**src/rtl/bsc_pkg.sv**
```systemverilog
package bsc_pkg;

   localparam int unsigned SHIFT_W = 11;
   localparam int unsigned BITS_W  = 8;
   localparam int unsigned MS_W    = 13;
   localparam int unsigned IRQ_W   = 4;

   // frequency-domain sequence root for major version zero
   localparam logic [SHIFT_W-1:0] ZC_ROOT_V0 = 11'h089;
   localparam logic [3:0]         NUM_MINOR  = 4'h8;
   localparam logic [2:0]         NSYM_MIN   = 3'h4;
   localparam logic [2:0]         NSYM_V0    = 3'h4;
   localparam logic [4:0]         CODE_FORBID = 5'h1f;
   localparam logic [1:0]         BW_ABOVE8  = 2'h3;

   // register byte addresses
   localparam logic [7:0] ADR_CTRL     = 8'h00;
   localparam logic [7:0] ADR_SYM23    = 8'h04;
   localparam logic [7:0] ADR_STAT     = 8'h08;
   localparam logic [7:0] ADR_IVAL     = 8'h0c;
   localparam logic [7:0] ADR_SHIFT1   = 8'h10;
   localparam logic [7:0] ADR_SHIFT2   = 8'h14;
   localparam logic [7:0] ADR_SHIFT3   = 8'h18;
   localparam logic [7:0] ADR_IRQ_STAT = 8'h1c;
   localparam logic [7:0] ADR_IRQ_MASK = 8'h20;

   // control word layout
   localparam int unsigned CTRL_MINOR_LSB = 0;
   localparam int unsigned CTRL_WAKE_LSB  = 4;
   localparam int unsigned CTRL_CODE_LSB  = 6;
   localparam int unsigned CTRL_BW_LSB    = 11;
   localparam int unsigned CTRL_NSYM_LSB  = 13;
   localparam int unsigned CTRL_GO_BIT    = 31;
   localparam logic [31:0] CTRL_RST       = 32'h0000_8000;

   localparam int unsigned IRQ_DONE   = 0;
   localparam int unsigned IRQ_REJECT = 1;
   localparam int unsigned IRQ_EARLY  = 2;
   localparam int unsigned IRQ_LATE   = 3;

   // millisecond tick from the 40 MHz clock
   localparam int unsigned MS_NS      = 1000000;
   localparam int unsigned CLK_NS     = 25;
   localparam int unsigned CYC_PER_MS = MS_NS / CLK_NS;

   localparam logic [MS_W-1:0] T_STEP0 = 13'h0032;
   localparam logic [MS_W-1:0] T_BASE0 = 13'h0032;
   localparam logic [MS_W-1:0] T_STEP1 = 13'h0064;
   localparam logic [MS_W-1:0] T_BASE1 = 13'h01f4;
   localparam logic [MS_W-1:0] T_STEP2 = 13'h00c8;
   localparam logic [MS_W-1:0] T_BASE2 = 13'h0514;
   localparam logic [MS_W-1:0] T_STEP3 = 13'h0190;
   localparam logic [MS_W-1:0] T_BASE3 = 13'h0b54;

   typedef enum logic [2:0] {
      ST_IDLE  = 3'b001,
      ST_ISSUE = 3'b010,
      ST_WAIT  = 3'b100
   } bsc_state_e;

   // code 31 yields 5700, used only as the upper window edge of code 30
   function automatic logic [MS_W-1:0] interval_ms(input logic [4:0] code);
      logic [MS_W-1:0] off;
      off = {10'h000, code[2:0]};
      case (code[4:3])
         2'h0:    interval_ms = T_STEP0 * off + T_BASE0;
         2'h1:    interval_ms = T_STEP1 * off + T_BASE1;
         2'h2:    interval_ms = T_STEP2 * off + T_BASE2;
         default: interval_ms = T_STEP3 * off + T_BASE3;
      endcase
   endfunction : interval_ms

   function automatic logic [15:0] seed_of(input logic [2:0] minor);
      case (minor)
         3'h0:    seed_of = 16'h019d;
         3'h1:    seed_of = 16'h00ed;
         3'h2:    seed_of = 16'h01e8;
         3'h3:    seed_of = 16'h00e8;
         3'h4:    seed_of = 16'h00fb;
         3'h5:    seed_of = 16'h0021;
         3'h6:    seed_of = 16'h0054;
         default: seed_of = 16'h00ec;
      endcase
   endfunction : seed_of

endpackage : bsc_pkg

```
**src/rtl/bsc_shift_if.sv**
```systemverilog
`timescale 1ns/1ps
`default_nettype none
interface bsc_shift_if;
   logic                          req;
   logic [1:0]                    idx;
   logic [bsc_pkg::BITS_W-1:0]    bits;
   logic                          rsp;
   logic [1:0]                    rsp_idx;
   logic [bsc_pkg::SHIFT_W-1:0]   shift;

   modport enc (input req, input idx, input bits, output rsp, output rsp_idx, output shift);
   modport ctl (output req, output idx, output bits, input rsp, input rsp_idx, input shift);
endinterface : bsc_shift_if
`default_nettype wire

```
**src/rtl/bsc_codec.sv**
```systemverilog
`timescale 1ns/1ps
`default_nettype none
module bsc_codec #(
   parameter int unsigned CYC_PER_MS = bsc_pkg::CYC_PER_MS,
   parameter int unsigned NB         = 8
) (
   input  wire logic        clk_i,
   input  wire logic        rst_i,
   input  wire logic        wb_cyc_i,
   input  wire logic        wb_stb_i,
   input  wire logic        wb_we_i,
   input  wire logic [7:0]  wb_adr_i,
   input  wire logic [3:0]  wb_sel_i,
   input  wire logic [31:0] wb_dat_i,
   output logic      [31:0] wb_dat_o,
   output logic             wb_ack_o,
   output logic             irq_o,
   output logic             frame_start_o,
   output logic      [15:0] seed_o,
   output logic      [10:0] root_o,
   output logic      [7:0]  sym1_bits_o,
   output logic      [12:0] interval_ms_o
);
   localparam int unsigned PW = $clog2(CYC_PER_MS);
   localparam logic [PW-1:0] PRESC_LAST = PW'(CYC_PER_MS - 1);

   function automatic logic [31:0] merge(input logic [31:0] old, input logic [31:0] nw,
                                         input logic [3:0] sel);
      for (int b = 0; b < 4; b++) begin
         merge[8*b +: 8] = sel[b] ? nw[8*b +: 8] : old[8*b +: 8];
      end
   endfunction : merge

   // a request is legal only with a seeded minor and defined field values
   function automatic logic cfg_ok(input logic [31:0] c);
      logic [3:0] mn;
      logic [2:0] ns;
      mn = c[bsc_pkg::CTRL_MINOR_LSB +: 4];
      ns = c[bsc_pkg::CTRL_NSYM_LSB +: 3];
      cfg_ok = (mn < bsc_pkg::NUM_MINOR)
            && (c[bsc_pkg::CTRL_CODE_LSB +: 5] != bsc_pkg::CODE_FORBID)
            && (c[bsc_pkg::CTRL_BW_LSB +: 2] != bsc_pkg::BW_ABOVE8)
            && (ns >= bsc_pkg::NSYM_MIN)
            && ((mn != 4'h0) || (ns == bsc_pkg::NSYM_V0));
   endfunction : cfg_ok

   // bus slave
   logic        ack_ff, nxt_ack;
   logic [31:0] dat_ff, nxt_dat;
   logic        wr_go;
   logic [31:0] rd_val;

   // configuration and result state
   logic [31:0] ctrl_ff, nxt_ctrl;
   logic [15:0] sym23_ff, nxt_sym23;
   logic [bsc_pkg::IRQ_W-1:0] ist_ff, nxt_ist, imask_ff, nxt_imask, ev;
   logic        irq_ff, nxt_irq;
   logic [10:0] shift_ff [3];
   logic [10:0] nxt_shift [3];
   logic        fs_ff, nxt_fs;
   logic [15:0] seed_ff, nxt_seed;
   logic [10:0] root_ff, nxt_root;
   logic [7:0]  s1_ff, nxt_s1;
   logic [12:0] ival_ff, nxt_ival;

   // sequencer
   bsc_pkg::bsc_state_e st_ff, nxt_st;
   logic [1:0]  cnt_ff, nxt_cnt;

   // interval timer
   logic [PW-1:0] presc_ff, nxt_presc;
   logic [12:0]   ms_ff, nxt_ms;
   logic          run_ff, nxt_run;
   logic          arm_ff, nxt_arm;
   logic [3:0]    pmin_ff, nxt_pmin;
   logic [12:0]   pt_ff, nxt_pt;
   logic [12:0]   ptn_ff, nxt_ptn;

   logic [31:0] new_ctrl, sym_mrg;
   logic        go, early, accept;
   logic [4:0]  code;

   bsc_shift_if sif ();

   bsc_gray_shift #(.NB(NB)) u_gray (
      .clk_i (clk_i),
      .rst_i (rst_i),
      .sb    (sif.enc)
   );

   // writes land on the edge the master sees ack
   assign wr_go    = wb_cyc_i && wb_stb_i && wb_we_i && ack_ff;
   assign new_ctrl = merge(ctrl_ff, wb_dat_i, wb_sel_i);
   assign sym_mrg  = merge({16'h0000, sym23_ff}, wb_dat_i, wb_sel_i);
   assign go       = wr_go && (wb_adr_i == bsc_pkg::ADR_CTRL)
                     && wb_sel_i[3] && wb_dat_i[bsc_pkg::CTRL_GO_BIT];
   assign code     = new_ctrl[bsc_pkg::CTRL_CODE_LSB +: 5];
   // a same-version start before the signaled interval would break the promise
   assign early    = run_ff && (pmin_ff == new_ctrl[bsc_pkg::CTRL_MINOR_LSB +: 4])
                     && (ms_ff < pt_ff);
   assign accept   = go && (st_ff == bsc_pkg::ST_IDLE) && cfg_ok(new_ctrl) && !early;

   always_comb begin
      case (wb_adr_i)
         bsc_pkg::ADR_CTRL:     rd_val = {1'b0, ctrl_ff[30:0]};
         bsc_pkg::ADR_SYM23:    rd_val = {16'h0000, sym23_ff};
         bsc_pkg::ADR_STAT:     rd_val = {14'h0000, ms_ff, 2'h0, arm_ff,
                                          (ms_ff >= pt_ff) && run_ff,
                                          st_ff != bsc_pkg::ST_IDLE};
         bsc_pkg::ADR_IVAL:     rd_val = {19'h00000, ival_ff};
         bsc_pkg::ADR_SHIFT1:   rd_val = {21'h000000, shift_ff[0]};
         bsc_pkg::ADR_SHIFT2:   rd_val = {21'h000000, shift_ff[1]};
         bsc_pkg::ADR_SHIFT3:   rd_val = {21'h000000, shift_ff[2]};
         bsc_pkg::ADR_IRQ_STAT: rd_val = {28'h0000000, ist_ff};
         bsc_pkg::ADR_IRQ_MASK: rd_val = {28'h0000000, imask_ff};
         default:               rd_val = 32'h0000_0000;
      endcase
   end

   always_comb begin
      nxt_ack = wb_cyc_i && wb_stb_i && !ack_ff;
      nxt_dat = nxt_ack ? rd_val : dat_ff;
   end

   always_ff @(posedge clk_i) begin
      if (rst_i) begin
         ack_ff <= 1'b0;
         dat_ff <= '0;
      end else begin
         ack_ff <= nxt_ack;
         dat_ff <= nxt_dat;
      end
   end

   // register file and interrupt
   always_comb begin
      nxt_ctrl  = ctrl_ff;
      nxt_sym23 = sym23_ff;
      nxt_imask = imask_ff;
      ev        = '0;
      ev[bsc_pkg::IRQ_REJECT] = go && !accept;
      ev[bsc_pkg::IRQ_EARLY]  = go && early;
      ev[bsc_pkg::IRQ_DONE]   = sif.rsp && (sif.rsp_idx == 2'h2);
      ev[bsc_pkg::IRQ_LATE]   = run_ff && arm_ff && (ms_ff >= ptn_ff);
      nxt_ist = ist_ff;
      if (wr_go) begin
         case (wb_adr_i)
            bsc_pkg::ADR_CTRL:     nxt_ctrl  = {1'b0, new_ctrl[30:0]};
            bsc_pkg::ADR_SYM23:    nxt_sym23 = sym_mrg[15:0];
            bsc_pkg::ADR_IRQ_MASK: nxt_imask = wb_sel_i[0] ? wb_dat_i[bsc_pkg::IRQ_W-1:0]
                                                           : imask_ff;
            bsc_pkg::ADR_IRQ_STAT: nxt_ist   = wb_sel_i[0]
                                     ? ist_ff & ~wb_dat_i[bsc_pkg::IRQ_W-1:0] : ist_ff;
            default:               nxt_ctrl  = ctrl_ff;
         endcase
      end
      // set wins over a simultaneous clear
      nxt_ist = nxt_ist | ev;
      nxt_irq = |(nxt_ist & nxt_imask);
   end

   always_ff @(posedge clk_i) begin
      if (rst_i) begin
         ctrl_ff  <= bsc_pkg::CTRL_RST;
         sym23_ff <= '0;
         imask_ff <= '0;
         ist_ff   <= '0;
         irq_ff   <= 1'b0;
      end else begin
         ctrl_ff  <= nxt_ctrl;
         sym23_ff <= nxt_sym23;
         imask_ff <= nxt_imask;
         ist_ff   <= nxt_ist;
         irq_ff   <= nxt_irq;
      end
   end

   // frame outputs load together with the start pulse
   always_comb begin
      nxt_fs   = accept;
      nxt_seed = seed_ff;
      nxt_root = root_ff;
      nxt_s1   = s1_ff;
      nxt_ival = ival_ff;
      if (accept) begin
         nxt_seed = bsc_pkg::seed_of(new_ctrl[bsc_pkg::CTRL_MINOR_LSB +: 3]);
         nxt_root = bsc_pkg::ZC_ROOT_V0;
         nxt_s1   = {new_ctrl[bsc_pkg::CTRL_WAKE_LSB + 1],
                     code, new_ctrl[bsc_pkg::CTRL_BW_LSB +: 2]};
         nxt_ival = bsc_pkg::interval_ms(code);
      end
   end

   always_ff @(posedge clk_i) begin
      if (rst_i) begin
         fs_ff   <= 1'b0;
         seed_ff <= '0;
         root_ff <= '0;
         s1_ff   <= '0;
         ival_ff <= '0;
      end else begin
         fs_ff   <= nxt_fs;
         seed_ff <= nxt_seed;
         root_ff <= nxt_root;
         s1_ff   <= nxt_s1;
         ival_ff <= nxt_ival;
      end
   end

   // sequencer: one symbol per cycle through the gray mapper
   always_comb begin
      nxt_st    = st_ff;
      nxt_cnt   = cnt_ff;
      sif.req   = 1'b0;
      sif.idx   = cnt_ff;
      case (cnt_ff)
         2'h0:    sif.bits = s1_ff;
         2'h1:    sif.bits = sym23_ff[7:0];
         default: sif.bits = sym23_ff[15:8];
      endcase
      for (int i = 0; i < 3; i++) begin
         nxt_shift[i] = (sif.rsp && (sif.rsp_idx == 2'(i))) ? sif.shift : shift_ff[i];
      end
      case (st_ff)
         bsc_pkg::ST_IDLE: begin
            nxt_cnt = 2'h0;
            if (accept) begin
               nxt_st = bsc_pkg::ST_ISSUE;
            end
         end
         bsc_pkg::ST_ISSUE: begin
            sif.req = 1'b1;
            nxt_cnt = cnt_ff + 2'h1;
            if (cnt_ff == 2'h2) begin
               nxt_st = bsc_pkg::ST_WAIT;
            end
         end
         bsc_pkg::ST_WAIT: begin
            if (sif.rsp && (sif.rsp_idx == 2'h2)) begin
               nxt_st = bsc_pkg::ST_IDLE;
            end
         end
         default: nxt_st = bsc_pkg::ST_IDLE;
      endcase
   end

   always_ff @(posedge clk_i) begin
      if (rst_i) begin
         st_ff  <= bsc_pkg::ST_IDLE;
         cnt_ff <= '0;
         for (int i = 0; i < 3; i++) begin
            shift_ff[i] <= '0;
         end
      end else begin
         st_ff  <= nxt_st;
         cnt_ff <= nxt_cnt;
         for (int i = 0; i < 3; i++) begin
            shift_ff[i] <= nxt_shift[i];
         end
      end
   end

   // interval timer; saturates so a long gap never wraps into the window
   always_comb begin
      nxt_presc = presc_ff;
      nxt_ms    = ms_ff;
      nxt_run   = run_ff;
      nxt_arm   = arm_ff && !ev[bsc_pkg::IRQ_LATE];
      nxt_pmin  = pmin_ff;
      nxt_pt    = pt_ff;
      nxt_ptn   = ptn_ff;
      if (accept) begin
         nxt_presc = '0;
         nxt_ms    = '0;
         nxt_run   = 1'b1;
         nxt_arm   = 1'b1;
         nxt_pmin  = new_ctrl[bsc_pkg::CTRL_MINOR_LSB +: 4];
         nxt_pt    = bsc_pkg::interval_ms(code);
         nxt_ptn   = bsc_pkg::interval_ms(code + 5'h01);
      end else if (run_ff) begin
         nxt_presc = (presc_ff == PRESC_LAST) ? '0 : presc_ff + 1'b1;
         if ((presc_ff == PRESC_LAST) && (ms_ff != '1)) begin
            nxt_ms = ms_ff + 13'h0001;
         end
      end
   end

   always_ff @(posedge clk_i) begin
      if (rst_i) begin
         presc_ff <= '0;
         ms_ff    <= '0;
         run_ff   <= 1'b0;
         arm_ff   <= 1'b0;
         pmin_ff  <= '0;
         pt_ff    <= '0;
         ptn_ff   <= '0;
      end else begin
         presc_ff <= nxt_presc;
         ms_ff    <= nxt_ms;
         run_ff   <= nxt_run;
         arm_ff   <= nxt_arm;
         pmin_ff  <= nxt_pmin;
         pt_ff    <= nxt_pt;
         ptn_ff   <= nxt_ptn;
      end
   end

   assign wb_ack_o      = ack_ff;
   assign wb_dat_o      = dat_ff;
   assign irq_o         = irq_ff;
   assign frame_start_o = fs_ff;
   assign seed_o        = seed_ff;
   assign root_o        = root_ff;
   assign sym1_bits_o   = s1_ff;
   assign interval_ms_o = ival_ff;

   root_major0_a: assert property (@(posedge clk_i) disable iff (rst_i)
      frame_start_o |-> root_o == 11'h089)
      else $error("root not 137 at frame start");

   seed_minor_a: assert property (@(posedge clk_i) disable iff (rst_i)
      frame_start_o |-> seed_o == bsc_pkg::seed_of(ctrl_ff[2:0]))
      else $error("seed does not match minor version");

   nsym_min_a: assert property (@(posedge clk_i) disable iff (rst_i)
      frame_start_o |-> ctrl_ff[bsc_pkg::CTRL_NSYM_LSB +: 3] >= 3'h4)
      else $error("fewer than four symbols");

   nsym_minor0_a: assert property (@(posedge clk_i) disable iff (rst_i)
      frame_start_o && (ctrl_ff[3:0] == 4'h0)
      |-> ctrl_ff[bsc_pkg::CTRL_NSYM_LSB +: 3] == 3'h4)
      else $error("minor zero without exactly four symbols");

   sym1_layout_a: assert property (@(posedge clk_i) disable iff (rst_i)
      frame_start_o |-> sym1_bits_o == {ctrl_ff[5], ctrl_ff[10:6], ctrl_ff[12:11]})
      else $error("first symbol field layout wrong");

   code_forbid_a: assert property (@(posedge clk_i) disable iff (rst_i)
      frame_start_o |-> (sym1_bits_o[6:2] != 5'h1f) && (sym1_bits_o[1:0] != 2'h3))
      else $error("forbidden interval or bandwidth sent");

   ival_table_a: assert property (@(posedge clk_i) disable iff (rst_i)
      frame_start_o && (sym1_bits_o[6:2] == 5'h0a) |-> interval_ms_o == 13'h02bc)
      else $error("code 10 not mapped to 700 ms");

   ival_high_a: assert property (@(posedge clk_i) disable iff (rst_i)
      frame_start_o && (sym1_bits_o[6:2] == 5'h19) |-> interval_ms_o == 13'h0ce4)
      else $error("code 25 not mapped to 3300 ms");

   minor_seeded_a: assert property (@(posedge clk_i) disable iff (rst_i)
      go && (new_ctrl[3:0] >= 4'h8) |=> !frame_start_o && ist_ff[1])
      else $error("unseeded minor version started");

   early_block_a: assert property (@(posedge clk_i) disable iff (rst_i)
      frame_start_o && $past(run_ff) && (ctrl_ff[3:0] == $past(pmin_ff))
      |-> $past(ms_ff) >= $past(pt_ff))
      else $error("same-version start before signaled interval");

endmodule : bsc_codec
`default_nettype wire

```
**src/rtl/bsc_gray_shift.sv**
```systemverilog
`timescale 1ns/1ps
`default_nettype none
module bsc_gray_shift #(
   parameter int unsigned NB = 8
) (
   input  wire logic     clk_i,
   input  wire logic     rst_i,
   bsc_shift_if.enc      sb
);
   logic [bsc_pkg::SHIFT_W-1:0] shift_ff;
   logic [bsc_pkg::SHIFT_W-1:0] nxt_shift;
   logic [1:0]                  idx_ff;
   logic                        rsp_ff;

   // prefix xor of the bits, msb first, then a single one, then zeros
   always_comb begin
      logic acc;
      acc       = 1'b0;
      nxt_shift = '0;
      for (int k = 0; k < int'(bsc_pkg::SHIFT_W); k++) begin
         if (k < int'(NB)) begin
            acc = acc ^ sb.bits[int'(bsc_pkg::BITS_W) - 1 - k];
            nxt_shift[int'(bsc_pkg::SHIFT_W) - 1 - k] = acc;
         end else if (k == int'(NB)) begin
            nxt_shift[int'(bsc_pkg::SHIFT_W) - 1 - k] = 1'b1;
         end
      end
   end

   always_ff @(posedge clk_i) begin
      if (rst_i) begin
         shift_ff <= '0;
         idx_ff   <= '0;
         rsp_ff   <= 1'b0;
      end else begin
         shift_ff <= sb.req ? nxt_shift : shift_ff;
         idx_ff   <= sb.req ? sb.idx : idx_ff;
         rsp_ff   <= sb.req;
      end
   end

   assign sb.shift   = shift_ff;
   assign sb.rsp_idx = idx_ff;
   assign sb.rsp     = rsp_ff;

   shift_marker_a: assert property (@(posedge clk_i) disable iff (rst_i)
      sb.rsp |-> (sb.shift[int'(bsc_pkg::SHIFT_W) - 1 - int'(NB)] == 1'b1)
                 && (sb.shift[int'(bsc_pkg::SHIFT_W) - 1] == $past(sb.bits[7])))
      else $error("shift marker or leading bit wrong");

endmodule : bsc_gray_shift
`default_nettype wire

```
**config.mk**
```make
export PLATFORM = sky130hd
export DESIGN_NAME = bsc_codec
export DESIGN_NICKNAME = d
export VERILOG_FILES = /design/src/rtl/bsc_pkg.sv /design/src/rtl/bsc_shift_if.sv /design/src/rtl/bsc_codec.sv /design/src/rtl/bsc_gray_shift.sv
export SDC_FILE = /design/constraint.sdc
export NUM_CORES = 1
export LEC_CHECK = 0
export ABC_AREA = 0
export BUFFER_PORTS_ARGS = -buffer_cell sky130_fd_sc_hd__buf_2
export CORE_MARGIN = 4
export CORE_UTILIZATION = 52
export DETAILED_ROUTE_END_ITERATION = 12
export PLACE_DENSITY_LB_ADDON = 0.15
export SKIP_CTS_REPAIR_TIMING = 1
export SLEW_MARGIN = 20
export SYNTH_ARGS = -nofsm -noshare
export SYNTH_HDL_FRONTEND = slang
export SYNTH_SLANG_ARGS = --single-unit
```
**constraint.sdc**
```tcl
create_clock -name clk_i -period 5.9 [get_ports clk_i]
set_clock_uncertainty 0.15 [all_clocks]
set_input_delay 0.59 -clock clk_i [delete_from_list [all_inputs] [get_ports clk_i]]
set_output_delay 0.59 -clock clk_i [all_outputs]
set_load 0.005 [all_outputs]
```
==> reports/results.ini, run 1 <==
[status]
status=completed

[placement]
dpl_cell_area_um2=11830
port_buffers=114
dp.final_hpwl_mm=24.07
place.gp.congestion=1.012

[power_and_ir_drop]
finalPower_mw=3.003
p_leak_nw=4.987
ir_drop_uv=233.5
p_per_area_nw_per_um2=239.3

[detailed_routing]
drcViolationCount=0
drtIter0Drc=959
wl_per_cell_um=19.16
first_pass_iters=5
ant_nets=0
via_per_inst=5.926
routed_wirelength_mm=32.92
via_count=10180

[worst_setup_path]
critPathRequiredTime_ns=6.17
reg2reg_slack_ns=1.79
regToRegEndpoint=ptn_ff[8]
cp_data_arrival_time_ns=4.51
critPathKind=input pin to flip-flop
worst_setup_path_end_kind=flip-flop
ff2ff_path_depth=15
crit_path_start_kind=input pin
rr_startpoint=ctrl_ff[6]
critPathMaxFanout=19

[yosys]
yosys-top-cells-area=dfxtp_1 37%, ha_1 6.8%, nand2_1 5.7%, nor2_1 5.6%, a21oi_1 5.2%
syn_avg_cell_area_um2=8.193
synth.distinct_cells=76
synth-async-reset-ratio=0
ys.flop_type=dfxtp_1
ys_ff_latch=208
synth_edf_count=0
synthCells=1367
yosys_warnings=0
yosysTopAreaCell=dfxtp_1
syn-cell-area_um2=11200
synth_top_area_share=0.3718
ys_seq_area_frac=0.3718

[timing]
finalCritPeriodShare=0.7184
worst_pin_slew_ns=1.055
drv_slew=0
max_slew_margin=0.2928
period_needed_ns=4.239
hold_viol_final=0
setup-tns-final_ns=0
fmax_ghz=0.2359
rsz0062_at_grt=no
setup_viol=0

[final_layout]
diodes=0
fill_cells=1961
finalInstanceArea_um2=12550
drive_gt1_frac=0.1428
nets=1538
area_growth_pct=12.04
fin_util=0.5951

[run]
maxCapViolations=0

[grt]
grt_usage=0.2644
grt_max_degree=66
antenna_found_initial=1
first_global_vias=9373
grt-ovfl-total=0
grt_pass1_wl_mm=51.40

[floorplanning]
coreArea_um2=21090
initial_utilization=0.5311
io_pins=132
die_height_um=154.8
core.rowCount=53
dieArea_um2=23950
die_width_um=154.8

[clock_tree]
numCtsBuffers=23
root_buffer=clkbuf_16
cts.htree.levels=1
cts_sinks=208
clk_pin_slew_worst_paths_ns=0.06
clock_path_buffers=3
cts_tree=done
clk_latency_ns=0.50

[hold_path]
hold_depth=3
holdCritStartpoint=wb_dat_i[18]
worstHoldEndpoint=ctrl_ff[18]
hp-class=input pin to flip-flop

==> routing by layer <==
metal / GRT usage / share of wire / up-vias
li1: - / - / 4885
met1: 0.3816 / 0.46 / 4875
met2: 0.4139 / 0.44 / 359
met3: 0.04309 / 0.073 / 60
met4: 0.06560 / 0.025 / 2
met5: 0.008282 / 0.00039 / -
==> state kept, by name, indices dropped and copies added, names as in the netlist, 2 cells and up <==
| signal | cells |
|---|---|
| ctrl_ff | 31 |
| wb_dat_o | 31 |
| shift_ff | 27 |
| presc_ff | 16 |
| sym23_ff | 16 |
| ms_ff | 13 |
| pt_ff | 12 |
| ptn_ff | 12 |
| u_gray.sb.shift | 9 |
| seed_o | 8 |
| sym1_bits_o | 8 |
| imask_ff | 4 |
| ist_ff | 4 |
| pmin_ff | 4 |
| st_ff | 3 |
| cnt_ff | 2 |
| u_gray.sb.rsp_idx | 2 |
==> synth_stat cells (4+ instances only) <==
cell       instances
a21o_1             7
or3_1              4
ha_1              61
inv_1             46
a22oi_1           25
buf_2             14
a32oi_1            7
a31oi_1            7
nor4_1             9
nand3_1           57
o211ai_1          10
nor2_1           166
a21boi_0           5
clkbuf_1          67
mux2_2             8
dfxtp_1          208
a21oi_1          116
buf_4             21
o31ai_1            5
o21ai_0           43
mux4_2             4
xor2_1            22
and2_1            12
nor2b_1            5
xnor2_1           29
a22o_2             7
mux2i_1           52
o2111ai_1          6
nor3_1            25
a211oi_1          38
a22o_1             5
and3_1            13
nand3b_1           4
a221oi_1           5
buf_1              7
nand2_1          170
nand4_1           17
==> cell type report <==
cell class / count / area, µm² / area share
tap: 275 / 344.1 / 0.02742
sequential: 208 / 4164 / 0.3318
clock inverter: 5 / 50.05 / 0.003988
multi-input combinational: 1016 / 6440 / 0.5132
clock buffer: 35 / 660.6 / 0.05265
inverter: 49 / 183.9 / 0.01466
timing repair buffer: 130 / 705.7 / 0.05624
==> critical path: stages <==
cell      delay (ns)
buf_2           0.33
mux2i_2         0.28
inv_1           0.06
buf_4           0.21
ha_1            0.37
ha_1            0.58
inv_1           0.16
ha_1            0.33
and2_1          0.16
ha_1            0.44
ha_1            0.22
a21boi_0        0.23
xor2_1          0.09
nor3_1          0.16
a21oi_1         0.06
a211oi_1        0.21
==> stage by stage <==
| step | cells | hold slack (ns) | setup slack [ns] |
|---|---|---|---|
| 2_1_floorplan | 1383 | 0.2794 | 0.8485 |
| 3_3_place_gp | 1678 | 0.2871 | 1.296 |
| 3_5_place_dp | 1678 | 0.2899 | 1.216 |
| 4_1_cts | 1718 | 0.1762 | 1.716 |
| 5_1_grt | 1718 | 0.1854 | 1.294 |
| 6_report | 1718 | 0.1803 | 1.661 |
==> cells in the final DEF (no fill, tap or decap), types with 9 or more instances in the layout <==
master / count
dfxtp_1: 208
nand2_1: 170
nor2_1: 165
a21oi_1: 115
buf_2: 113
ha_1: 61
nand3_1: 57
mux2i_1: 51
inv_1: 46
o21ai_0: 43
a211oi_1: 38
xnor2_1: 29
a22oi_1: 25
nor3_1: 23
clkbuf_16: 23
xor2_1: 22
nand4_1: 17
conb_1: 17
buf_4: 16
and3_1: 13
and2_1: 12
o211ai_1: 10
nor4_1: 9
==> report_power, final <==
| part | total, mW | switching, mW | internal [mW] | leakage, nW |
|---|---|---|---|---|
| logic | 0.233 | 0.159 | 0.0740 | 2.96 |
| clock network | 1.36 | 0.554 | 0.811 | 0.351 |
| registers | 1.40 | 0.000275 | 1.40 | 1.67 |
==> how the worst max path moves through the flow <==
stage	from	to	slack, ns	depth (start not counted)
2_1_floorplan	wb_sel_i[0]	ptn_ff[9]	0.85	19
6_report	wb_sel_i[0]	ptn_ff[8]	1.66	16
3_3_place_gp	wb_sel_i[0]	ptn_ff[9]	1.30	16
5_1_grt	wb_sel_i[0]	ptn_ff[8]	1.29	16
4_1_cts	wb_sel_i[0]	ptn_ff[8]	1.72	16
3_5_place_dp	wb_sel_i[0]	ptn_ff[8]	1.22	16
==> logic make-up (layout without fill, tap and decap cells) <==
| group | count (synthesis) | after routing | share of synthesized area |
|---|---|---|---|
| AND/OR/NAND/NOR | 504 | 504 | 0.2018 |
| AO/OA/AOI/OAI | 312 | 312 | 0.1821 |
| flip-flops | 208 | 208 | 0.3718 |
| buffers and inverters | 159 | 219 | 0.06256 |
| multiplexers | 67 | 67 | 0.06625 |
| adder cells (fa/ha/maj) | 61 | 61 | 0.06815 |
| XOR/XNOR | 55 | 55 | 0.04703 |
| other | 1 | 17 | 0.0003348 |
(Power assumes the default switching activity.)
==> run 2, diff against run 1 <==
--- a/config.mk
+++ b/config.mk
@@ -5,7 +5,7 @@
 export SDC_FILE = /design/constraint.sdc
 export NUM_CORES = 1
 export LEC_CHECK = 0
-export ABC_AREA = 0
+export ABC_AREA = 1
 export BUFFER_PORTS_ARGS = -buffer_cell sky130_fd_sc_hd__buf_2
 export CORE_MARGIN = 4
 export CORE_UTILIZATION = 52
==> constraint.sdc (replaced) <==
create_clock -name clk_i -period 3.8 [get_ports clk_i]
set_clock_uncertainty 0.15 [all_clocks]
set_input_delay 0.38 -clock clk_i [delete_from_list [all_inputs] [get_ports clk_i]]
set_output_delay 0.38 -clock clk_i [all_outputs]
set_load 0.005 [all_outputs]
==> reports/results.ini, run 2 <==
[final_layout]
fill_cells=1998
area_growth_pct=13.81
final_cell_mix=247 x nand2_1, 208 x dfxtp_1, 194 x inv_1, 158 x a21oi_1, 136 x o21ai_0
nets=1727
drive_gt1_frac=0.1445
diodes=0
final_common_cell=nand2_1

[timing]
max_slew_margin=0.4510
worst_pin_slew_ns=0.8235
hold_viol_final=2
rsz0062_at_grt=no
drv_slew=0
fmax_ghz=0.3011
whs_ns=-0.007189
setup_viol=0
period_needed_ns=3.321
finalCritPeriodShare=0.8740
setup-tns-final_ns=0

[worst_setup_path]
ff2ff_path_depth=16
critPathMaxFanout=7
cpMostUsedCell=ha_1
critPathKind=flip-flop to flip-flop
crit_path_start_kind=flip-flop
cp_data_arrival_time_ns=3.57
cp_cell_sequence=inv_1 > o21ai_1 > ha_1 > ha_1 > inv_1 > ha_1 > nand2_1 > inv_1 > ha_1 > ha_1 > a21boi_0 > or2_2 > nand3_1 > o2111ai_1 > nand2_1 > o21ai_1
critPathRequiredTime_ns=4.04
worst_setup_path_end_kind=flip-flop
crit_slowest_cell=ha_1
critPathMaxStageDelay_ns=0.36

[placement]
place.gp.congestion=0.9564
dp.final_hpwl_mm=25.07
port_buffers=114

[clock_tree]
root_buffer=clkbuf_16
cts.htree.levels=1
clk_pin_slew_worst_paths_ns=0.07
clk_latency_ns=0.52
clock_path_buffers=3
cts_tree=done
numCtsBuffers=23
cts_sinks=208

[grt]
antenna_found_initial=0
grt_max_degree=95
grt_usage=0.2750
grt_pass1_wl_mm=53.05
first_global_vias=9698
grt-ovfl-total=0

[yosys]
ys_ff_latch=208
synth_top_area_share=0.3756
syn-cell-area_um2=11090
ys_seq_area_frac=0.3756
synth_edf_count=0
synthCells=1508
synth.distinct_cells=62
yosys_warnings=0
synthTopCellsByCount=247 x nand2_1, 208 x dfxtp_1, 195 x inv_1
syn_avg_cell_area_um2=7.351
synth-async-reset-ratio=0
yosys-top-cells-area=dfxtp_1 38%, nand2_1 8.4%, a21oi_1 7.1%, ha_1 6.9%, inv_1 6.6%
synth.most_common_cell=nand2_1
yosysTopAreaCell=dfxtp_1
ys.flop_type=dfxtp_1

[detailed_routing]
routed_wirelength_mm=33.95
wl_per_cell_um=17.79
ant_nets=0
via_per_inst=5.598
drcViolationCount=0
drtIter0Drc=894
via_count=10680
first_pass_iters=6

[floorplanning]
initial_utilization=0.5273
core.rowCount=53
coreArea_um2=21020
die_height_um=154.0
io_pins=132
die_width_um=154.0
dieArea_um2=23720

[run]
maxCapViolations=0

[power_and_ir_drop]
finalPower_mw=4.805
p_per_area_nw_per_um2=380.8
ir_drop_uv=309.5
p_leak_nw=5.314

[status]
violations=negative hold slack
status=complete, but fails checks

[hold_path]
hp-class=input pin to flip-flop
hold_depth=3

run 2: cell count changes after synthesis, moves of 42 or more:
cell     before  now
a21oi_1     116  158
o21ai_0      43  136
mux2i_1      52    2
inv_1        46  195
nor2_1      166  108
nand2_1     170  247
run 2: cells by family after synthesis:
group / after synthesis / synth area share
adders and majority gates: 61 / 0.06885
AOI/OAI and AO/OA: 439 / 0.2297
other: 1 / 0.0003383
buffers and inverters: 285 / 0.1102
muxes: 2 / 0.001806
and+or+nand+nor: 491 / 0.1963
xor gates and xnor gates: 21 / 0.01727
DFF: 208 / 0.3756
run 2: final cells by class:
cell class / count / area [µm²] / area share
Clock buffer: 34 / 686.9 / 0.05444
Clock inverter: 7 / 68.82 / 0.005454
Inverter: 211 / 792.0 / 0.06277
Multi-Input combinational cell: 1031 / 5763 / 0.4568
Sequential cell: 208 / 4164 / 0.3300
Tap cell: 275 / 344.1 / 0.02727
Timing Repair Buffer: 142 / 798.3 / 0.06327
run 2: metal layers:
metal | vias to the layer above | track usage | wire length (µm)
met5 | - | 0 | 0
met4 | 0 | 0.1039 | 1546
met3 | 96 | 0.05488 | 3231
met2 | 505 | 0.4047 | 14160
met1 | 4841 | 0.3978 | 15000
li1 | 5239 | - | -
run 2: critical path, delay by kind of cell (launching register included):
kind	cells	cell delay (ns)
buf+inv	3	0.33
compound gates	4	0.56
fa+ha+maj	5	1.35
flops	1	0.30
simple gates	4	0.49
run 2: path summary, 6_finish.rpt:
path	end	slack (ns)	start
hold reg to reg	shift_ff[0][10]	0.30	shift_ff[0][10]
setup / recovery	ptn_ff[8]	0.48	ctrl_ff[7]
hold / removal	sym23_ff[11]	-0.007	wb_dat_i[11]
setup reg to reg	ptn_ff[8]	0.48	ctrl_ff[7]
run 2: metrics by stage:
| step | area (µm²) | std cells | util | worst slack, ns | hold WS (ns) |
|---|---|---|---|---|---|
| floorplan | 11150 | 1524 | - | 0.04986 | 0.2737 |
| global placement | 11790 | 1860 | 0.5609 | 0.3118 | 0.2839 |
| detailed placement | 11790 | 1860 | 0.5609 | 0.2405 | 0.2870 |
| CTS | 12550 | 1901 | 0.5969 | 0.4997 | -0.05810 |
| global route | 12620 | 1908 | 0.6002 | 0.2159 | 0.003522 |
| finish | 12620 | 1908 | 0.6002 | 0.4789 | -0.007189 |
run 2: power breakdown:
part / total (mW) / internal (mW) / switching [mW]
sequential: 2.19 / 2.19 / 0.00418
combinational: 0.391 / 0.124 / 0.266
clock: 2.22 / 1.32 / 0.903
